[src/hw/cas_regs.svh]
// Holding register indices, field positions, limits and reset values
// of the cascade configuration bank; definitions only.
// Assumes the includer uses 16-bit protocol indices.
`ifndef CAS_REGS_SVH
`define CAS_REGS_SVH

// Protocol indices of the holding registers
`define CAS_IDX_OP_SWITCH    16'h022B
`define CAS_IDX_DEMAND_SRC   16'h022C
`define CAS_IDX_SETPT_SEL    16'h022D
`define CAS_IDX_MOD_SENSOR   16'h022E
`define CAS_IDX_BACKUP       16'h022F
`define CAS_IDX_LOW_TEMP     16'h0230
`define CAS_IDX_HIGH_TEMP    16'h0231
`define CAS_IDX_REMOTE_SETPT 16'h0232
`define CAS_IDX_HEAT_CALL    16'h0233
`define CAS_IDX_SEL_MODE     16'h0234
`define CAS_IDX_CMD_WORD     16'h0235
`define CAS_IDX_BASE_RATE    16'h0236
`define CAS_IDX_IDLE_FAN     16'h0237
`define CAS_IDX_SEQ_POS      16'h0238
`define CAS_IDX_PORT         16'h0239
`define CAS_IDX_FIRE_DELAY   16'h023A
`define CAS_IDX_CAPACITY     16'h023B
`define CAS_IDX_SHARED_BASE  16'h023C
`define CAS_IDX_RATE_METHOD  16'h023D
`define CAS_REG_COUNT        19

// Command word bit positions
`define CAS_CMD_DEMAND       15
`define CAS_CMD_SUSPEND      14
`define CAS_CMD_FAN          13
`define CAS_CMD_PUMP_X       12
`define CAS_CMD_PUMP_Y       11
`define CAS_CMD_PUMP_Z       10
`define CAS_CMD_PUMP_DEMAND  9
`define CAS_CMD_FRACTION     8

// Value limits
`define CAS_TEMP_MIN         16'hFE70
`define CAS_TEMP_MAX         16'h0514
`define CAS_DELAY_MAX        16'hFD20
`define CAS_NOT_CONFIGURED   16'hFFFF
`define CAS_SHARED_MIN       16'h000A
`define CAS_SHARED_MAX       16'h03E8
`define CAS_SEQ_MAX          16'h00FF

// Reset values and exception codes
`define CAS_RESET_VALUE      16'h0000
`define CAS_EXC_ADDRESS      8'h02
`define CAS_EXC_VALUE        8'h03

`endif

[src/hw/cas_pkg.sv]
// Types shared by the cascade configuration bank and its users.
// Assumes nothing beyond a SystemVerilog compiler.
package cas_pkg;

  // Decoded demand source
  typedef enum logic [2:0] {DEM_OFF, DEM_TERMINAL, DEM_REMOTE, DEM_SERIAL, DEM_EITHER} cas_demand_e;
  // Setpoint source
  typedef enum logic [1:0] {SP_LOCAL, SP_SERIAL, SP_ANALOG} cas_setpt_e;
  // Backup modulation sensor
  typedef enum logic [1:0] {BK_NONE, BK_LEAD_OUTLET, BK_AVG_OUTLET} cas_backup_e;
  // Follower selection mode
  typedef enum logic [1:0] {FM_FIRST, FM_EQUALIZE, FM_LAST} cas_mode_e;
  // Serial port used for cascade control
  typedef enum logic [1:0] {PT_NONE, PT_LOCAL_SERIAL_PORT, PT_GLOBAL_SERIAL_PORT} cas_port_e;

  // Register access request from the protocol engine
  typedef struct packed {
    logic        valid;
    logic        write;
    logic [15:0] index;
    logic [15:0] wdata;
  } cas_req_s;

  // Answer to one request
  typedef struct packed {
    logic        valid;
    logic        error;
    logic [7:0]  code;
    logic [15:0] rdata;
  } cas_rsp_s;

  // Fields of the follower command word
  typedef struct packed {
    logic       demand_req;
    logic       suspend;
    logic       fan_req;
    logic       pump_x;
    logic       pump_y;
    logic       pump_z;
    logic       pump_demand;
    logic       rate_fraction;
    logic [7:0] rate;
  } cas_cmd_s;

  // Decoded configuration for the cascade logic
  typedef struct packed {
    logic        cascade_run;
    cas_demand_e demand_src;
    logic        heat_call_active;
    cas_setpt_e  setpt_src;
    logic [15:0] active_setpoint;
    logic        use_tenth_sensor_input;
    cas_backup_e backup;
    logic [15:0] low_temp;
    logic [15:0] high_temp;
    cas_mode_e   mode;
    cas_cmd_s    cmd;
    logic [15:0] base_rate;
    logic [15:0] idle_fan_rate;
    logic [7:0]  seq_pos;
    cas_port_e   port;
    logic        delay_configured;
    logic [15:0] delay_secs;
    logic [15:0] capacity;
    logic        shared_enabled;
    logic [15:0] shared_rate;
    logic        parallel_limited;
  } cas_cfg_s;

endpackage

[src/hw/cas_config_bank.sv]
// Cascade configuration holding register bank with decoded outputs.
// Assumes a protocol engine in front that presents one request at a time
// and waits for the answer; all inputs are synchronous to core_clk.
`timescale 1ns/100ps
`include "cas_regs.svh"

module cas_config_bank
(
  // Clock and reset
  input  wire logic             core_clk,
  input  wire logic             reset,
  // Register access from the protocol engine
  input  wire cas_pkg::cas_req_s req,
  output      cas_pkg::cas_rsp_s rsp,
  // Demand and setpoint sources outside the bank
  input  wire logic             terminal_call,
  input  wire logic             remote_call,
  input  wire logic [15:0]      local_setpoint,
  input  wire logic [15:0]      analog_setpoint,
  // Decoded configuration
  output      cas_pkg::cas_cfg_s cfg
);

  // Holding register storage, one word per index
  logic [15:0] bank [0:`CAS_REG_COUNT-1];

  // Slot of a protocol index inside the bank
  function automatic logic [4:0] slot_of(input logic [15:0] idx);
    logic [15:0] diff;
    diff = idx - `CAS_IDX_OP_SWITCH;
    slot_of = diff[4:0];
  endfunction

  // Reset value of a slot; the delay starts unset
  function automatic logic [15:0] reset_of(input logic [4:0] slot);
    reset_of = (slot == slot_of(`CAS_IDX_FIRE_DELAY)) ? `CAS_NOT_CONFIGURED
                                                      : `CAS_RESET_VALUE;
  endfunction

  // Signed temperature range check in tenths of a degree
  function automatic logic temp_ok(input logic [15:0] d);
    temp_ok = ($signed(d) >= $signed(`CAS_TEMP_MIN)) &&
              ($signed(d) <= $signed(`CAS_TEMP_MAX));
  endfunction

  // Value legality per register; a refused write leaves the word alone
  // so downstream logic never sees an encoding it cannot decode
  function automatic logic value_ok(input logic [15:0] idx, input logic [15:0] d);
    case (idx)
      `CAS_IDX_OP_SWITCH:    value_ok = d <= 16'h0001;
      `CAS_IDX_DEMAND_SRC:   value_ok = (d <= 16'h0006) &&
                                        (d != 16'h0002) && (d != 16'h0005);
      `CAS_IDX_SETPT_SEL:    value_ok = d <= 16'h0002;
      `CAS_IDX_MOD_SENSOR:   value_ok = d <= 16'h0001;
      `CAS_IDX_BACKUP:       value_ok = d <= 16'h0002;
      `CAS_IDX_LOW_TEMP:     value_ok = temp_ok(d);
      `CAS_IDX_HIGH_TEMP:    value_ok = temp_ok(d);
      `CAS_IDX_REMOTE_SETPT: value_ok = temp_ok(d);
      `CAS_IDX_HEAT_CALL:    value_ok = d <= 16'h0001;
      `CAS_IDX_SEL_MODE:     value_ok = d <= 16'h0002;
      `CAS_IDX_SEQ_POS:      value_ok = d <= `CAS_SEQ_MAX;
      `CAS_IDX_PORT:         value_ok = d <= 16'h0002;
      `CAS_IDX_FIRE_DELAY:   value_ok = (d <= `CAS_DELAY_MAX) ||
                                        (d == `CAS_NOT_CONFIGURED);
      `CAS_IDX_SHARED_BASE:  value_ok = (d == 16'h0000) ||
                                        ((d >= `CAS_SHARED_MIN) &&
                                         (d <= `CAS_SHARED_MAX));
      `CAS_IDX_RATE_METHOD:  value_ok = d == 16'h0000;
      // Command word, base and idle fan rates and capacity take any halfword
      default:               value_ok = 1'b1;
    endcase
  endfunction

  // Address decode of the current request
  wire       idx_hit  = (req.index >= `CAS_IDX_OP_SWITCH) &&
                        (req.index <= `CAS_IDX_RATE_METHOD);
  wire [4:0] req_slot = slot_of(req.index);
  wire       wr_ok    = value_ok(req.index, req.wdata);
  wire       do_write = req.valid && req.write && idx_hit && wr_ok;

  // Named views of the stored words
  wire [15:0] r_op     = bank[slot_of(`CAS_IDX_OP_SWITCH)];
  wire [15:0] r_demand = bank[slot_of(`CAS_IDX_DEMAND_SRC)];
  wire [15:0] r_setsel = bank[slot_of(`CAS_IDX_SETPT_SEL)];
  wire [15:0] r_remote = bank[slot_of(`CAS_IDX_REMOTE_SETPT)];
  wire [15:0] r_call   = bank[slot_of(`CAS_IDX_HEAT_CALL)];
  wire [15:0] r_cmd    = bank[slot_of(`CAS_IDX_CMD_WORD)];
  wire [15:0] r_delay  = bank[slot_of(`CAS_IDX_FIRE_DELAY)];
  wire [15:0] r_shared = bank[slot_of(`CAS_IDX_SHARED_BASE)];

  // Demand source decode
  cas_pkg::cas_demand_e next_demand;
  always_comb
  begin
    case (r_demand)
      16'h0001: next_demand = cas_pkg::DEM_TERMINAL;
      16'h0003: next_demand = cas_pkg::DEM_REMOTE;
      16'h0004: next_demand = cas_pkg::DEM_SERIAL;
      16'h0006: next_demand = cas_pkg::DEM_EITHER;
      default:  next_demand = cas_pkg::DEM_OFF;
    endcase
  end

  // Heat demand follows the chosen source, gated by the operation switch
  wire serial_call = (r_call == 16'h0001);
  wire next_call   = (r_op == 16'h0001) &&
                     ((next_demand == cas_pkg::DEM_TERMINAL && terminal_call) ||
                      (next_demand == cas_pkg::DEM_REMOTE   && remote_call)   ||
                      (next_demand == cas_pkg::DEM_SERIAL   && serial_call)   ||
                      (next_demand == cas_pkg::DEM_EITHER   &&
                       (terminal_call || remote_call)));

  // Setpoint selection
  wire cas_pkg::cas_setpt_e next_setsel =
    (r_setsel == 16'h0001) ? cas_pkg::SP_SERIAL :
    (r_setsel == 16'h0002) ? cas_pkg::SP_ANALOG : cas_pkg::SP_LOCAL;
  wire [15:0] next_setpoint =
    (next_setsel == cas_pkg::SP_SERIAL) ? r_remote :
    (next_setsel == cas_pkg::SP_ANALOG) ? analog_setpoint : local_setpoint;

  // Sensor, mode and port decode
  wire [15:0] r_backup = bank[slot_of(`CAS_IDX_BACKUP)];
  wire [15:0] r_mode   = bank[slot_of(`CAS_IDX_SEL_MODE)];
  wire [15:0] r_port   = bank[slot_of(`CAS_IDX_PORT)];
  wire cas_pkg::cas_backup_e next_backup =
    (r_backup == 16'h0001) ? cas_pkg::BK_LEAD_OUTLET :
    (r_backup == 16'h0002) ? cas_pkg::BK_AVG_OUTLET : cas_pkg::BK_NONE;
  wire cas_pkg::cas_mode_e next_mode =
    (r_mode == 16'h0001) ? cas_pkg::FM_EQUALIZE :
    (r_mode == 16'h0002) ? cas_pkg::FM_LAST : cas_pkg::FM_FIRST;
  wire cas_pkg::cas_port_e next_port =
    (r_port == 16'h0001) ? cas_pkg::PT_LOCAL_SERIAL_PORT :
    (r_port == 16'h0002) ? cas_pkg::PT_GLOBAL_SERIAL_PORT : cas_pkg::PT_NONE;

  // Command word split into its fields
  cas_pkg::cas_cmd_s next_cmd;
  assign next_cmd.demand_req    = r_cmd[`CAS_CMD_DEMAND];
  assign next_cmd.suspend       = r_cmd[`CAS_CMD_SUSPEND];
  assign next_cmd.fan_req       = r_cmd[`CAS_CMD_FAN];
  assign next_cmd.pump_x        = r_cmd[`CAS_CMD_PUMP_X];
  assign next_cmd.pump_y        = r_cmd[`CAS_CMD_PUMP_Y];
  assign next_cmd.pump_z        = r_cmd[`CAS_CMD_PUMP_Z];
  assign next_cmd.pump_demand   = r_cmd[`CAS_CMD_PUMP_DEMAND];
  assign next_cmd.rate_fraction = r_cmd[`CAS_CMD_FRACTION];
  assign next_cmd.rate          = r_cmd[7:0];

  // Whole decoded configuration, registered below
  cas_pkg::cas_cfg_s next_cfg;
  always_comb
  begin
    next_cfg                        = '0;
    next_cfg.cascade_run            = (r_op == 16'h0001);
    next_cfg.demand_src             = next_demand;
    next_cfg.heat_call_active       = next_call;
    next_cfg.setpt_src              = next_setsel;
    next_cfg.active_setpoint        = next_setpoint;
    next_cfg.use_tenth_sensor_input =
      (bank[slot_of(`CAS_IDX_MOD_SENSOR)] == 16'h0001);
    next_cfg.backup                 = next_backup;
    next_cfg.low_temp               = bank[slot_of(`CAS_IDX_LOW_TEMP)];
    next_cfg.high_temp              = bank[slot_of(`CAS_IDX_HIGH_TEMP)];
    next_cfg.mode                   = next_mode;
    next_cfg.cmd                    = next_cmd;
    next_cfg.base_rate              = bank[slot_of(`CAS_IDX_BASE_RATE)];
    next_cfg.idle_fan_rate          = bank[slot_of(`CAS_IDX_IDLE_FAN)];
    next_cfg.seq_pos                = bank[slot_of(`CAS_IDX_SEQ_POS)][7:0];
    next_cfg.port                   = next_port;
    // An unset delay is reported as such and the count reads as zero
    next_cfg.delay_configured       = (r_delay != `CAS_NOT_CONFIGURED);
    next_cfg.delay_secs             = next_cfg.delay_configured ? r_delay : 16'h0000;
    next_cfg.capacity               = bank[slot_of(`CAS_IDX_CAPACITY)];
    next_cfg.shared_enabled         = (r_shared != 16'h0000);
    next_cfg.shared_rate            = r_shared;
    next_cfg.parallel_limited       =
      (bank[slot_of(`CAS_IDX_RATE_METHOD)] == 16'h0000);
  end

  // Answer to the current request, settled one cycle later
  cas_pkg::cas_rsp_s next_rsp;
  always_comb
  begin
    next_rsp       = '0;
    next_rsp.valid = req.valid;
    if (req.valid && !idx_hit)
    begin
      // Outside the bank: illegal address exception
      next_rsp.error = 1'b1;
      next_rsp.code  = `CAS_EXC_ADDRESS;
    end
    else if (req.valid && req.write && !wr_ok)
    begin
      // Value outside the documented set: illegal value exception
      next_rsp.error = 1'b1;
      next_rsp.code  = `CAS_EXC_VALUE;
    end
    else if (req.valid && req.write)
    begin
      // A write echoes the stored value
      next_rsp.rdata = req.wdata;
    end
    else if (req.valid)
    begin
      next_rsp.rdata = bank[req_slot];
    end
  end

  // Storage update; reads have no side effects
  always_ff @(posedge core_clk)
  begin
    for (int i = 0; i < `CAS_REG_COUNT; i++)
    begin
      if (reset)
        bank[i] <= reset_of(5'(i));
      else if (do_write && req_slot == 5'(i))
        bank[i] <= req.wdata;
    end
  end

  // Output flops
  always_ff @(posedge core_clk)
  begin
    if (reset)
    begin
      rsp <= '0;
      cfg <= '0;
    end
    else
    begin
      rsp <= next_rsp;
      cfg <= next_cfg;
    end
  end

  // Unmapped index answers an address exception next cycle
  a_unmapped_refused: assert property (@(posedge core_clk) disable iff (reset)
    req.valid && !idx_hit |=> rsp.valid && rsp.error && rsp.code == `CAS_EXC_ADDRESS)
    else $error("unmapped index not refused");

  // Legal sequence position is stored and answered without error
  a_seq_store: assert property (@(posedge core_clk) disable iff (reset)
    req.valid && req.write && req.index == `CAS_IDX_SEQ_POS && req.wdata <= `CAS_SEQ_MAX
    |=> bank[slot_of(`CAS_IDX_SEQ_POS)] == $past(req.wdata) && !rsp.error)
    else $error("sequence position not stored");

  // Oversized sequence position is refused and leaves the word alone
  a_seq_refuse: assert property (@(posedge core_clk) disable iff (reset)
    req.valid && req.write && req.index == `CAS_IDX_SEQ_POS && req.wdata > `CAS_SEQ_MAX
    |=> rsp.error && rsp.code == `CAS_EXC_VALUE && $stable(bank[slot_of(`CAS_IDX_SEQ_POS)]))
    else $error("bad sequence position accepted");

  // Reserved demand encodings are refused
  a_demand_reserved: assert property (@(posedge core_clk) disable iff (reset)
    req.valid && req.write && req.index == `CAS_IDX_DEMAND_SRC &&
    (req.wdata == 16'h0002 || req.wdata == 16'h0005) |=> rsp.error)
    else $error("reserved demand code accepted");

  // Serial heat call with serial source and cascade on raises demand
  a_serial_call: assert property (@(posedge core_clk) disable iff (reset)
    r_op == 16'h0001 && r_demand == 16'h0004 && r_call == 16'h0001 |=> cfg.heat_call_active)
    else $error("serial heat call lost");

  // Operation switch off stops the cascade run and the heat demand
  a_op_stop: assert property (@(posedge core_clk) disable iff (reset)
    r_op == 16'h0000 |=> !cfg.cascade_run && !cfg.heat_call_active)
    else $error("cascade runs while switched off");

  // Serial setpoint source passes the stored setpoint
  a_setpt_serial: assert property (@(posedge core_clk) disable iff (reset)
    r_setsel == 16'h0001 |=> cfg.active_setpoint == $past(r_remote))
    else $error("serial setpoint not selected");

  // Command word fields track the stored word
  a_cmd_fields: assert property (@(posedge core_clk) disable iff (reset)
    ##1 cfg.cmd.rate == $past(r_cmd[7:0]) &&
    cfg.cmd.rate_fraction == $past(r_cmd[`CAS_CMD_FRACTION]) &&
    cfg.cmd.demand_req == $past(r_cmd[`CAS_CMD_DEMAND]))
    else $error("command fields wrong");

  // Pump bits land on the right pumps
  a_cmd_pumps: assert property (@(posedge core_clk) disable iff (reset)
    ##1 {cfg.cmd.pump_x, cfg.cmd.pump_y, cfg.cmd.pump_z} == $past(r_cmd[12:10]))
    else $error("pump bits misrouted");

  // Unset delay is flagged
  a_delay_unset: assert property (@(posedge core_clk) disable iff (reset)
    r_delay == `CAS_NOT_CONFIGURED |=> !cfg.delay_configured && cfg.delay_secs == 16'h0000)
    else $error("unset delay not flagged");

  // Out-of-range low end temperature is refused
  a_temp_range: assert property (@(posedge core_clk) disable iff (reset)
    req.valid && req.write && req.index == `CAS_IDX_LOW_TEMP && !temp_ok(req.wdata)
    |=> rsp.error && rsp.code == `CAS_EXC_VALUE)
    else $error("bad temperature accepted");

  // Out-of-range high end temperature is refused
  a_high_temp_range: assert property (@(posedge core_clk) disable iff (reset)
    req.valid && req.write && req.index == `CAS_IDX_HIGH_TEMP && !temp_ok(req.wdata)
    |=> rsp.error && rsp.code == `CAS_EXC_VALUE)
    else $error("bad high temperature accepted");

  // Out-of-range remote setpoint is refused
  a_remote_range: assert property (@(posedge core_clk) disable iff (reset)
    req.valid && req.write && req.index == `CAS_IDX_REMOTE_SETPT && !temp_ok(req.wdata)
    |=> rsp.error && rsp.code == `CAS_EXC_VALUE)
    else $error("bad remote setpoint accepted");

  // Combined demand code decodes to either source
  a_demand_either: assert property (@(posedge core_clk) disable iff (reset)
    r_demand == 16'h0006 |=> cfg.demand_src == cas_pkg::DEM_EITHER)
    else $error("combined demand code lost");

  // Sensor code one picks the tenth input
  a_sensor_select: assert property (@(posedge core_clk) disable iff (reset)
    bank[slot_of(`CAS_IDX_MOD_SENSOR)] == 16'h0001 |=> cfg.use_tenth_sensor_input)
    else $error("tenth sensor input not selected");

  // Backup code two picks the average outlet
  a_backup_avg: assert property (@(posedge core_clk) disable iff (reset)
    r_backup == 16'h0002 |=> cfg.backup == cas_pkg::BK_AVG_OUTLET)
    else $error("average outlet backup lost");

  // Mode code two picks use-last
  a_mode_last: assert property (@(posedge core_clk) disable iff (reset)
    r_mode == 16'h0002 |=> cfg.mode == cas_pkg::FM_LAST)
    else $error("use-last mode lost");

  // Suspend, fan and pump demand bits follow the word
  a_cmd_upper: assert property (@(posedge core_clk) disable iff (reset)
    ##1 {cfg.cmd.suspend, cfg.cmd.fan_req} == $past(r_cmd[14:13]) &&
    cfg.cmd.pump_demand == $past(r_cmd[`CAS_CMD_PUMP_DEMAND]))
    else $error("upper command bits wrong");

  // Base load rate passes through untouched
  a_base_copy: assert property (@(posedge core_clk) disable iff (reset)
    ##1 cfg.base_rate == $past(bank[slot_of(`CAS_IDX_BASE_RATE)]))
    else $error("base rate not passed");

  // Port code two picks the global serial port
  a_port_global: assert property (@(posedge core_clk) disable iff (reset)
    r_port == 16'h0002 |=> cfg.port == cas_pkg::PT_GLOBAL_SERIAL_PORT)
    else $error("global serial port lost");

  // Delay beyond the limit, other than unset, is refused
  a_delay_refuse: assert property (@(posedge core_clk) disable iff (reset)
    req.valid && req.write && req.index == `CAS_IDX_FIRE_DELAY &&
    req.wdata > `CAS_DELAY_MAX && req.wdata != `CAS_NOT_CONFIGURED |=> rsp.error)
    else $error("bad delay accepted");

  // Shared rate below one percent but not zero is refused
  a_shared_refuse: assert property (@(posedge core_clk) disable iff (reset)
    req.valid && req.write && req.index == `CAS_IDX_SHARED_BASE &&
    req.wdata != 16'h0000 && req.wdata < `CAS_SHARED_MIN |=> rsp.error)
    else $error("bad shared rate accepted");

  // A mapped read returns the stored word
  a_read_back: assert property (@(posedge core_clk) disable iff (reset)
    req.valid && !req.write && idx_hit |=> !rsp.error && rsp.rdata == $past(bank[req_slot]))
    else $error("read data wrong");

endmodule

[config.mk]
export PLATFORM = sky130hd
export DESIGN_NAME = cas_config_bank
export DESIGN_NICKNAME = d
export VERILOG_FILES = /design/src/hw/cas_pkg.sv /design/src/hw/cas_config_bank.sv
export VERILOG_INCLUDE_DIRS = /design/src /design/src/hw
export SDC_FILE = /design/constraint.sdc
export NUM_CORES = 1
export LEC_CHECK = 0
export ABC_AREA = 0
export BUFFER_PORTS_ARGS = -buffer_cell sky130_fd_sc_hd__buf_2
export CORE_MARGIN = 4
export CORE_UTILIZATION = 48
export CTS_CLUSTER_SIZE = 25
export DETAILED_ROUTE_END_ITERATION = 7
export PLACE_DENSITY = 0.72
export SLEW_MARGIN = 0
export SYNTH_ARGS = -nofsm -noshare
export SYNTH_HDL_FRONTEND = slang
export SYNTH_SLANG_ARGS = --single-unit
[constraint.sdc]
create_clock -name core_clk -period 10.7 [get_ports core_clk]
set_input_delay 0.535 -clock core_clk [delete_from_list [all_inputs] [get_ports core_clk]]
set_output_delay 0.535 -clock core_clk [all_outputs]
set_load 0.03 [all_outputs]
=== Word-level counts from Yosys, hierarchy flattened ===
Memory sizes are Yosys's and may differ from the RTL's. A register that Yosys moved wholly into a read port is not among the register bits.
Index checks and enable logic that the tools add are counted.
Widths: inputs -> output; s select.

* Register bits: 91
* RAM bits: 304
* Input port bits: 70
* Output and inout port bits: 195
* Logic and storage cells: 262
* Memories: 1

{| class="wikitable"
|+ Memories
! memory !! words !! bits a word !! read ports !! clocked after memory_dff !! write ports !! RTL line !! RTL
|-
| bank || 19 || 16 || 20 || 7 || 19 || cas_config_bank.sv:25 || <nowiki>logic [15:0] bank [0:`CAS_REG_COUNT-1];</nowiki>
|}

* Add/subtract/negate cells: 1
* Magnitude comparators: 11
* Eq/ne operators: 58
* Multiplexer cells: 94
* Bitwise logic cells: 20
* Reduce and logical (&&, ||, !) cells: 55

{| class="wikitable"
|+ Operators by type and width
! operator !! count
|-
| $mux 16 || 23
|-
| $eq 16x10->1 const B || 15
|-
| $eq 16x1->1 const B || 8
|-
| $eq 16x2->1 const B || 5
|-
| $mux 1 || 62
|-
| $eq 5x4->1 const B || 8
|-
| $logic_and 1x1->1 || 34
|-
| $eq 16x3->1 const B || 2
|-
| $ge 16x10->1 const B || 2
|-
| $le 16x10->1 const B || 2
|-
| $logic_not 16->1 || 2
|-
| $eq 5x3->1 const B || 4
|-
| $or 1x1->1 || 19
|-
| $mux 9 || 2
|-
| $eq 16x16->1 const B || 1
|-
| $ge 16x4->1 const B || 1
|-
| $le 16x1->1 const B || 1
|-
| $le 16x12->1 const B || 1
|-
| $le 16x16->1 const B || 1
|-
| $le 16x2->1 const B || 1
|-
| $le 16x3->1 const B || 1
|-
| $le 16x8->1 const B || 1
|-
| $ne 16x16->1 const B || 1
|-
| $ne 16x2->1 const B || 1
|-
| other kinds (21) || 41
|}

=== Depth between registers and ports, before layout ===
* Word-level depth: 10
* Gate-level depth with buffers: 16
* Depth with buffers taken out: 8

=== Worst setup path before layout ===
No wires, ideal clock.

* Path type: in2reg
* Start point: input port req[16] (netlist bit)
* End point: memory bank[10][0], enable pin
* Library setup time: 392 ps
* Data arrival time: 3,842 ps
* Data required time: 10,308 ps
* Setup slack: 6,466 ps
* Stages on the path: 14
* Path buffers: 6
* Cell sequence: buf_2 -> buf_2 -> buf_2 -> buf_2 -> inv_1 -> ha_1 -> clkbuf_1 -> nor2_1 -> a2111o_1 -> nor4b_1 -> a2111oi_0 -> nor4b_2 -> buf_2 -> o21bai_1

{| class="wikitable"
|+ RTL lines
! item !! RTL line !! RTL
|-
| start: declaration || cas_config_bank.sv:13 || <nowiki>input wire cas_pkg::cas_req_s req,</nowiki>
|-
| end: declaration || cas_config_bank.sv:25 ||
|}

==> impl_metrics.tcl <==
set metrics [dict create \
    outcome "finished, final reports clean" \
    cts-resized-gates 0 \
    portBuffers 258 \
    worstSetupStartpointType "primary input" \
    cts_setup_buffers 0 \
    h-tree-depth 2 \
    syn_area_mm2 0.0227 \
    p_leak_nw 9.24 \
    yosysTopAreaCellShare 0.403 \
    die_x_um 225 \
    setup_viol 0 \
    synth_xor_area_frac 0.00348 \
    rows 79 \
    yosys-top-cells-area "edfxtp_1 (40%), dfxtp_1 (17%), mux4_2 (7.8%)" \
    vias 17800 \
    diodes 0 \
    numClockSinks 492 \
    postSynth.asyncResetShare 0 \
    cts_buffer_depth 3 \
    antenna_found_initial 3 \
    drive_above_1_share 0.231 \
    max-cap-violations 0 \
    rsz0062_at_grt "false" \
    start_util 0.486 \
    finalNetCount 2158 \
    synth_cells 1985 \
    dieArea_mm2 0.0508 \
    overflow 0 \
    synthMuxAreaShare 0.0940 \
    hold_class "in2reg" \
    pin_count 265 \
    clock_latency_ns 0.60 \
    ctsHoldBuffers 0 \
    nFillCells 3894 \
    critical_path_class "in2reg" \
    crit_path_max_fanout 118 \
    slew_headroom 0.134 \
    syn_avg_cell_area_um2 11.4 \
    synth_fa_ha_area_frac 0.00276 \
    drc 0 \
    synth_cell_types 63 \
    wl_per_cell_um 26.4 \
    fmax_mhz 185 \
    syn2layout_area_growth_pct 13.9 \
    core_area_mm2 0.0467 \
    drt_iter0_drc 3297 \
    synthFlopType "edfxtp_1" \
    finalSetupTns_ns 0 \
    drt_wl_total_um 72000 \
    yosys.area.top_type "edfxtp_1" \
    grt_pass1_wl_um 106000 \
    yosysSeqAreaShare 0.569 \
    required_ns 10.97 \
    grt_usage 0.273 \
    grt_pass1_vias 16800 \
    yosys_warnings 0 \
    routed_via_density 6.53 \
    synth_compound_area_frac 0.106 \
    cts_tree "built" \
    root_buffer "clkbuf_16" \
    cts-buffers-inserted 50 \
    timing_hold_violations_final 0 \
    grt_max_degree 212 \
    end_kind "register" \
    p_per_area_mw_per_mm2 174 \
    worst_ep_arrival_time_ns 5.67 \
    hpwlAfterDp_um 45300 \
    place.gp.congestion 0.900 \
    clock_skew_ns 0.0221 \
    ys_ff_latch 492 \
    slew_viol_final 0 \
    fp.dieH_um 225 \
    ir_drop_mv 0.129 \
    synth-simple-area-share 0.174 \
    drt_pass1_iterations 8 \
    synth_top_family_by_area "simple AND/OR/NAND/NOR gates" \
    fin_crit_ns 5.39 \
    drtAntennaViolNets 0 \
    clkTransAtPathRegs_ns 0.06 \
    period_share 0.504 \
    synth_edf_count 304 \
    hold_ws_ns 0.273 \
    tightest_slew_ns 1.30 \
]
-- power by group --
part           internal (mW)  leakage, nW  switching [mW]
clock                   1.08        0.894           0.767
sequential              2.11         4.46          0.0581
combinational          0.156         3.89           0.337
-- metal layers --
metal  GRT usage  wire, um
met4       0.101      3230
met2       0.436     33700
met3      0.0604      9110
met5           0         0
met1       0.369     25900
-- layout by cell type, fill, tap and decap left out, types with 32 or more instances in the layout --
cell	instances
a211oi_1	34
a21oi_1	277
buf_2	256
clkbuf_16	58
dfxtp_1	188
edfxtp_1	304
mux2i_1	32
mux4_2	78
nand2_1	48
nand3_1	65
nand4_1	231
nor2_1	67
nor2b_1	139
nor4_1	34
o21ai_0	37
-- sequential cells by signal, summed over array words and instances, names as in the netlist --
name,cells
bank,304
cfg,169
rsp,19
-- critical path, stage by stage --
cell and delay (ns):
buf_4 0.41, inv_1 0.21, ha_2 0.23, buf_4 0.38, nor2_1 0.28, a2111o_1 0.22, nor4_1 0.12, nor2_4 0.12
buf_4 0.73, buf_4 0.93, buf_4 1.05, a21oi_1 0.19
-- through the flow --
step | instance area (um2) | worst slack [ns] | total power [mW] | utilization | std cells
after global routing | 25800 | 5.16 | 4.62 | 0.553 | 2731
after detailed placement | 24000 | 4.99 | 2.68 | 0.515 | 2638
after CTS | 25800 | 5.60 | 4.51 | 0.553 | 2731
after global placement | 24000 | 5.13 | 2.68 | 0.515 | 2638
final | 25800 | 5.31 | 4.50 | 0.553 | 2731
after floorplan | 22700 | 6.47 | 2.49 | - | 2003
-- final timing paths --
kind                end  cells past startpoint  slack [ns]              start
max          bank[8][0]                     12        5.31            req[16]
min            cfg[153]                      3        0.27  local_setpoint[7]
max reg2reg    cfg[160]                      5        8.32         bank[2][5]
min reg2reg    cfg[109]                      1        0.46         bank[9][1]
-- layout make-up --
| cell class | count | area, um2 | share of cell area |
|---|---|---|---|
| Tap cell | 607 | 759 | 0.0294 |
| Clock buffer | 72 | 1570 | 0.0608 |
| Inverter | 9 | 33.8 | 0.00131 |
| Timing Repair Buffer | 288 | 1530 | 0.0594 |
| Clock inverter | 21 | 195 | 0.00756 |
| Multi-Input combinational cell | 1242 | 8820 | 0.342 |
| Sequential cell | 492 | 12900 | 0.500 |
-- kinds of logic after synthesis --
kind of cell,count (synthesis)
other,1
AND/OR/NAND/NOR,674
adder cells (fa/ha/maj),5
AO/OA/AOI/OAI,423
buffers and inverters,269
flip-flops,492
multiplexers,112
XOR/XNOR,9
-- synthesized netlist by cell type (all sizes together) (34+ instances only) --
cell    number
nor2        73
a211oi      34
nand4      232
a21oi      277
nor4        36
o21ai       37
buf        101
clkbuf     159
mux4        80
dfxtp      188
nor2b      139
edfxtp     304
nand3       65
nand2       48
(Power assumes the default switching activity.)
